`src/inc/scg_pkg.sv`:
```
// Purpose: constants for the system configuration guard register bank
// Assumes: apb, 32-bit data, word-aligned registers
// Notes: offsets are local choices
package scg_pkg;
    localparam logic [11:0] SCG_OFF_GUARD = 12'h000;
    localparam logic [11:0] SCG_OFF_RAM = 12'h004;
    localparam logic [11:0] SCG_OFF_FLASH = 12'h008;
    localparam logic [15:0] SCG_UNLOCK_KEY = 16'h0096;
    localparam logic [15:0] SCG_GUARD_RESET = 16'h0000;
    localparam logic [2:0] SCG_RAM_RESET = 3'h6;
    localparam logic [1:0] SCG_FLASH_RESET = 2'h1;
    localparam logic [4:0] SCG_RAM_FIXED = 5'h0c;
    localparam int SCG_RAM_LSB = 0;
    localparam int SCG_RAM_FIXED_LSB = 3;
    localparam int SCG_RSV_BIT = 8;
    localparam logic [2:0] SCG_RAM_RESERVED = 3'h7;
    localparam logic [15:0] SCG_RAM_512B = 16'h0200;
    localparam logic [2:0] SCG_RAM_SEL_12K = 3'h5;
    localparam logic [2:0] SCG_RAM_SEL_16K = 3'h6;
    localparam logic [15:0] SCG_RAM_12KB = 16'h3000;
    localparam logic [15:0] SCG_RAM_16KB = 16'h4000;
    localparam logic [15:0] SCG_RAM_NONE = 16'h0000;
    localparam logic [2:0] SCG_FLASH_CYC_STEP = 3'h1;
    localparam logic [2:0] SCG_FLASH_CYC_RESET = 3'h2;
endpackage

```
`src/verilog/scg_regs.sv`:
```
// Purpose: apb register bank holding the write guard, ram size and flash cycles
// Assumes: single clock, apb slave answers with zero wait states
// Notes: unmapped addresses read zero and raise pslverr
`timescale 1ns/1ps
// What this block does
// - guard key equal to 0x0096 unlocks; any other value keeps protection on.
// - while protected, writes to protected bits are discarded, values unchanged.
// - ram size selector and flash cycle setting are protected fields.
// - ram size selector decodes 512B up to 16KB; 0x7 reserved.
// - flash cycle field 0..3 gives 1..4 bus access cycles.
// - unlock persists until a non-key value is written back.
module scg_regs
    import scg_pkg::*;
(
    input wire logic pclk,
    input wire logic presetn,
    input wire logic psel,
    input wire logic penable,
    input wire logic pwrite,
    input wire logic [11:0] paddr,
    input wire logic [31:0] pwdata,
    input wire logic [3:0] pstrb,
    output logic [31:0] prdata,
    output logic pready,
    output logic pslverr,
    output logic [2:0] ram_size_select,
    output logic [1:0] flash_cycle_count,
    output logic [2:0] flash_access_cycles,
    output logic [15:0] ram_size_bytes,
    output logic ram_size_reserved,
    output logic unlocked
);
    typedef struct packed {
        logic [15:0] guard_key;
        logic [2:0] ram_sel;
        logic ram_rsv;
        logic [1:0] flash_cnt;
        logic flash_rsv;
        logic [31:0] rdata;
        logic err;
        logic [15:0] size_bytes;
        logic size_rsv;
        logic unlock;
        logic [2:0] flash_cyc;
        logic ready;
    } scg_state_t;

    scg_state_t state_reg;
    scg_state_t state_next;
    logic [15:0] dec_bytes;
    logic dec_rsv;
    logic setup;
    logic access;
    logic wr;
    logic open_guard;
    logic [15:0] wlo;

    // ready is registered too: the slave answers in the first access cycle;
    // a master that skips the setup cycle gets no answer and no write
    assign setup = psel && !penable;
    assign access = psel && penable && state_reg.ready;
    assign wr = access && pwrite;
    assign open_guard = (state_reg.guard_key == SCG_UNLOCK_KEY);
    assign wlo = {pstrb[1] ? pwdata[15:8] : 8'h00, pstrb[0] ? pwdata[7:0] : 8'h00};

    scg_size_decode u_dec (
        .sel(state_next.ram_sel),
        .size_kb_bytes(dec_bytes),
        .reserved(dec_rsv)
    );

    always_comb begin
        state_next = state_reg;
        // read data and error launch at the setup edge so they stand for the
        // whole access phase; they fall back to zero after the completing edge
        state_next.rdata = 32'h0000_0000;
        state_next.err = 1'b0;
        state_next.ready = setup;
        if (setup) begin
            case (paddr)
                SCG_OFF_GUARD: begin
                    state_next.rdata = {16'h0000, state_reg.guard_key};
                end
                SCG_OFF_RAM: begin
                    state_next.rdata = {23'h00_0000, state_reg.ram_rsv,
                        SCG_RAM_FIXED, state_reg.ram_sel};
                end
                SCG_OFF_FLASH: begin
                    state_next.rdata = {23'h00_0000, state_reg.flash_rsv,
                        6'h00, state_reg.flash_cnt};
                end
                default: begin
                    // unmapped: reads zero, flagged, and any write is dropped
                    state_next.err = 1'b1;
                end
            endcase
        end
        if (wr) begin
            case (paddr)
                SCG_OFF_GUARD: begin
                    // guard itself is never protected, so it can always relock
                    if (pstrb[0]) state_next.guard_key[7:0] = pwdata[7:0];
                    if (pstrb[1]) state_next.guard_key[15:8] = pwdata[15:8];
                end
                SCG_OFF_RAM: begin
                    if (open_guard) begin
                        if (pstrb[0]) state_next.ram_sel = wlo[2:0];
                        if (pstrb[1]) state_next.ram_rsv = wlo[SCG_RSV_BIT];
                    end
                end
                SCG_OFF_FLASH: begin
                    if (open_guard) begin
                        if (pstrb[0]) state_next.flash_cnt = wlo[1:0];
                        if (pstrb[1]) state_next.flash_rsv = wlo[SCG_RSV_BIT];
                    end
                end
                default: begin
                    state_next.rdata = 32'h0000_0000;
                end
            endcase
        end
        state_next.size_bytes = dec_bytes;
        state_next.size_rsv = dec_rsv;
        // decoded outputs come from flops, built from the next state
        state_next.unlock = (state_next.guard_key == SCG_UNLOCK_KEY);
        state_next.flash_cyc = {1'b0, state_next.flash_cnt} + SCG_FLASH_CYC_STEP;
    end

    always_ff @(posedge pclk or negedge presetn) begin
        if (!presetn) begin
            state_reg <= '{guard_key: SCG_GUARD_RESET, ram_sel: SCG_RAM_RESET,
                ram_rsv: 1'b0, flash_cnt: SCG_FLASH_RESET, flash_rsv: 1'b0,
                rdata: 32'h0000_0000, err: 1'b0, size_bytes: SCG_RAM_16KB,
                size_rsv: 1'b0, unlock: 1'b0, flash_cyc: SCG_FLASH_CYC_RESET,
                ready: 1'b0};
        end else begin
            state_reg <= state_next;
        end
    end

    assign prdata = state_reg.rdata;
    assign pready = state_reg.ready;
    assign pslverr = state_reg.err;
    assign ram_size_select = state_reg.ram_sel;
    assign flash_cycle_count = state_reg.flash_cnt;
    assign flash_access_cycles = state_reg.flash_cyc;
    assign ram_size_bytes = state_reg.size_bytes;
    assign ram_size_reserved = state_reg.size_rsv;
    assign unlocked = state_reg.unlock;
endmodule

```
`src/verilog/scg_size_decode.sv`:
```
// Purpose: decode the ram size selector into a byte count and a reserved flag
// Assumes: selector is the unregistered next-state value; the caller registers the outputs
// Notes: 0x5 gives 12KB, not a power of two
`timescale 1ns/1ps
module scg_size_decode
    import scg_pkg::*;
(
    input wire logic [2:0] sel,
    output logic [15:0] size_kb_bytes,
    output logic reserved
);
    always_comb begin
        reserved = (sel == SCG_RAM_RESERVED);
        case (sel)
            SCG_RAM_SEL_12K: size_kb_bytes = SCG_RAM_12KB;
            SCG_RAM_SEL_16K: size_kb_bytes = SCG_RAM_16KB;
            SCG_RAM_RESERVED: size_kb_bytes = SCG_RAM_NONE;
            default: size_kb_bytes = 16'(SCG_RAM_512B << sel);
        endcase
    end
endmodule
```
`config.mk`:
```
export PLATFORM = sky130hd
export DESIGN_NAME = scg_regs
export DESIGN_NICKNAME = d
export VERILOG_FILES = /design/src/inc/scg_pkg.sv /design/src/verilog/scg_regs.sv /design/src/verilog/scg_size_decode.sv
export SDC_FILE = /design/constraint.sdc
export NUM_CORES = 1
export LEC_CHECK = 0
export ABC_CLOCK_PERIOD_IN_PS = 4100
export BUFFER_PORTS_ARGS = -buffer_cell sky130_fd_sc_hd__buf_2
export CAP_MARGIN = 40
export CORE_MARGIN = 1.5
export CORE_UTILIZATION = 52
export DETAILED_ROUTE_END_ITERATION = 8
export PLACE_DENSITY = 0.92
export SETUP_SLACK_MARGIN = 0.05
export SYNTH_ARGS = -nofsm -noshare
export SYNTH_HDL_FRONTEND = slang
export SYNTH_SLANG_ARGS = --single-unit
```
`constraint.sdc`:
```
create_clock -name pclk -period 4.1 [get_ports pclk]
set_input_delay 0.82 -clock pclk [delete_from_list [all_inputs] [get_ports pclk]]
set_output_delay 0.82 -clock pclk [all_outputs]
set_load 0.01 [all_outputs]
```
==> flow_metrics.py <==
metrics = {
    "outcome": {
        "outcome": "complete, no violations",
    },
    "critical_path": {
        "crit_fanout": 9,
        "cp_data_required_time_ns": 4.31,
        "r2r-start": "state_reg[68]",
        "start_kind": "primary input",
        "critPathKind": "primary input to flop",
        "crit_chain": "buf_2, nor4_2, nand4_1, nor2_2, mux2_2, nor4_2",
        "rr_worst_depth": 6,
        "cp.arrival_ns": 2.72,
        "critPathSlowestCell": "nor2_2",
        "crit_top_cell": "nor4_2",
        "max_stage_delay_ns": 0.45,
        "end_kind": "flop",
        "r2r_slack_ns": 1.93,
        "r2r_end": "flash_access_cycles[1]",
    },
    "global_routing": {
        "antenna_found_initial": 0,
        "grt-ovfl-total": 0,
        "track_usage": 0.1697,
        "grt_pass1_wl_um": 7810,
        "grt_max_degree": 38,
        "grt_pass1_vias": 1636,
    },
    "synthesis": {
        "yosys.cell_types.count": 36,
        "ys_ff_latch": 53,
        "syn_area_mm2": 0.002776,
        "ys_seq_area_frac": 0.4799,
        "synthCells": 249,
        "ys_warn_count": 0,
        "synth_area_per_cell_um2": 11.15,
    },
    "clocking": {
        "post_cts_resized": 0,
        "cts_made_buffers": 5,
        "cts-hold-fix-buffers": 0,
        "cts_sinks": 53,
        "post-cts-setup-buffer-count": 0,
        "insertion_delay_ns": 0.31,
        "cts_tree": "yes",
        "htreeDepth": 2,
        "path_clk_slew_ns": 0.09,
        "cts_max_path_buffers": 2,
        "cts_root_buffer": "clkbuf_8",
    },
    "pwr": {
        "power_density_mw_per_mm2": 316.8,
        "peakVddDrop_v": 0.0001760,
        "p_leak_nw": 1.579,
    },
    "detailed_routing": {
        "num_vias": 1733,
        "ant_nets": 0,
        "wl_per_cell_um": 13.25,
        "drc": 0,
        "drtIter0Drc": 83,
        "routed_wl_um": 4757,
        "dr.pass1.iters": 4,
        "viasPerCell": 4.827,
    },
    "layout": {
        "largest_register_ffs": 18,
        "area_delta_synth_final_pct": 6.490,
        "layout-drive-gt1-share": 0.4048,
        "fin_nets": 342,
        "finish.utilization": 0.5752,
        "antennaDiodeCount": 0,
    },
    "sta": {
        "slew_headroom": 0.4732,
        "setup_viol": 0,
        "worst_pin_slew_ns": 0.7902,
        "setup_tns_ns": 0,
        "period_share": 0.6118,
        "final_max_slew_viol_count": 0,
        "post-route-min-period_ns": 2.508,
        "fmax_mhz": 398.7,
        "finalHoldViolations": 0,
        "rsz0062_at_grt": "no",
        "finalClockSkew_ns": 0.006837,
    },
    "place": {
        "gp_congestion": 0.8019,
        "port_buffers": 69,
        "dp_hpwl_um": 3562,
    },
    "hold_path": {
        "hold_end": "prdata[14]",
        "hold_start": "state_reg[76]",
        "min_path_type": "flop to flop",
        "hold_depth": 1,
    },
    "run": {
        "drv_cap": 0,
    },
    "floorplanning": {
        "fp.dieW_um": 76.07,
        "num_rows": 26,
        "core_mm2": 0.005140,
        "dieArea_mm2": 0.005787,
        "initial_core_util": 0.5402,
        "fp.dieH_um": 76.07,
        "io_pins": 113,
    },
}
## cells in the mapped netlist, drive strengths merged
library cell  number  area share
nand2b             3      0.0068
buf               62        0.17
or3b               1      0.0032
nand3              3      0.0072
dfstp              5       0.047
nor2              22       0.032
dfrtp             48        0.43
clkbuf             1      0.0014
and2              10       0.023
nor4               6       0.025
inv                2      0.0027
nor4bb             1      0.0036
o21bai             2      0.0054
ha                 1      0.0045
mux2i             13       0.047
or4                2      0.0054
nand3b             5       0.018
or4b               1      0.0036
nand4              2      0.0045
or3                1      0.0023
a21oi              4      0.0072
nor2b              5       0.011
nand2             16       0.023
mux2              24       0.097
xor2               2      0.0063
and4               1      0.0032
conb               1      0.0014
nor3               4      0.0072
a22o               1      0.0032
## worst max-delay path: cells and delay by family
kind                   cells  cell delay (ns)
buffers and inverters      1             0.10
and+or+nand+nor            4             1.37
muxes                      1             0.42
## power breakdown
group | internal (W) | switching (W) | total (W)
sequential | 0.000524 | 0.000000383 | 0.000524
combinational | 0.0000200 | 0.0000418 | 0.0000618
clock | 0.000183 | 0.000167 | 0.000350
total | 0.000727 | 0.000209 | 0.000937
## final cells by class
class | count | area (um2)
fill | 420 | 2183
sequential | 53 | 1333
multi-input combinational | 156 | 1065
timing repair buffer | 70 | 352.8
tap | 70 | 87.58
clock buffer | 6 | 72.57
clock inverter | 2 | 38.79
inverter | 2 | 7.507
## worst max path at each step
stage                          end  cells after the start      from  slack [ns]
final                     unlocked                      6  paddr[1]        1.59
after CTS                 unlocked                      6  paddr[1]        1.58
after floorplan           unlocked                      5  paddr[7]        1.67
after detailed placement  unlocked                      6  paddr[1]        1.28
after global placement    unlocked                      6  paddr[1]        1.37
after global routing      unlocked                      6  paddr[7]        1.51
## logic make-up (layout without fill, tap and decap cells)
family                   Yosys count  in the layout  share of synthesized area
flip-flops                        53             53                     0.4799
other                              1             26                   0.001351
AO/OA/AOI/OAI                      7              7                    0.01577
XOR/XNOR                           2              2                   0.006310
buffers and inverters             65             80                     0.1703
multiplexers                      37             37                     0.1442
adder cells (fa/ha/maj)            1              1                   0.004506
AND/OR/NAND/NOR                   83             83                     0.1776
## through the flow
step | std cells | power (W) | instance area, um2 | hold slack [ns] | worst slack [ns]
5_1_grt | 359 | 0.0009722 | 2957 | 0.5386 | 1.511
4_1_cts | 359 | 0.0009439 | 2957 | 0.5008 | 1.577
2_1_floorplan | 274 | 0.0005837 | 2870 | 0.4630 | 1.675
3_3_place_gp | 351 | 0.0005948 | 2845 | 0.4810 | 1.366
6_report | 359 | 0.0009365 | 2957 | 0.4995 | 1.592
3_5_place_dp | 351 | 0.0005963 | 2845 | 0.4790 | 1.281
## routing by layer
layer | track usage | wire length (um) | up-vias
li1 | - | - | 831
met1 | 0.1959 | 1851 | 841
met2 | 0.3063 | 2581 | 55
met3 | 0.03952 | 259 | 6
met4 | 0.06296 | 65 | 0
met5 | 0 | 0 | -
## layout by cell type, fill, tap and decap left out
cell type,Yosys,routed
nor4_1,1,1
clkbuf_8,0,5
bufinv_16,0,1
dfstp_2,5,5
a22o_1,1,1
a21oi_1,4,4
nor2_2,2,2
or3b_2,1,1
buf_4,59,1
nand3_1,2,2
buf_2,0,69
clkinv_4,0,1
dfrtp_1,48,48
or4b_1,1,1
nand3b_4,1,1
nor2b_1,5,5
nand3_2,1,1
inv_1,2,2
or4_1,2,2
nand4_1,2,2
xor2_1,2,2
nor4_2,5,5
and2_1,10,10
or3_1,1,1
nand2_1,15,15
conb_1,1,26
nand2b_1,3,3
mux2_2,24,24
nand3b_1,4,4
o21bai_1,2,2
and4_1,1,1
nor4bb_1,1,1
nor2_1,20,20
ha_1,1,1
mux2i_1,13,13
nand2_2,1,1
nor3_1,4,4
clkbuf_1,1,1
Note: power is estimated with default switching activity, not from simulation.
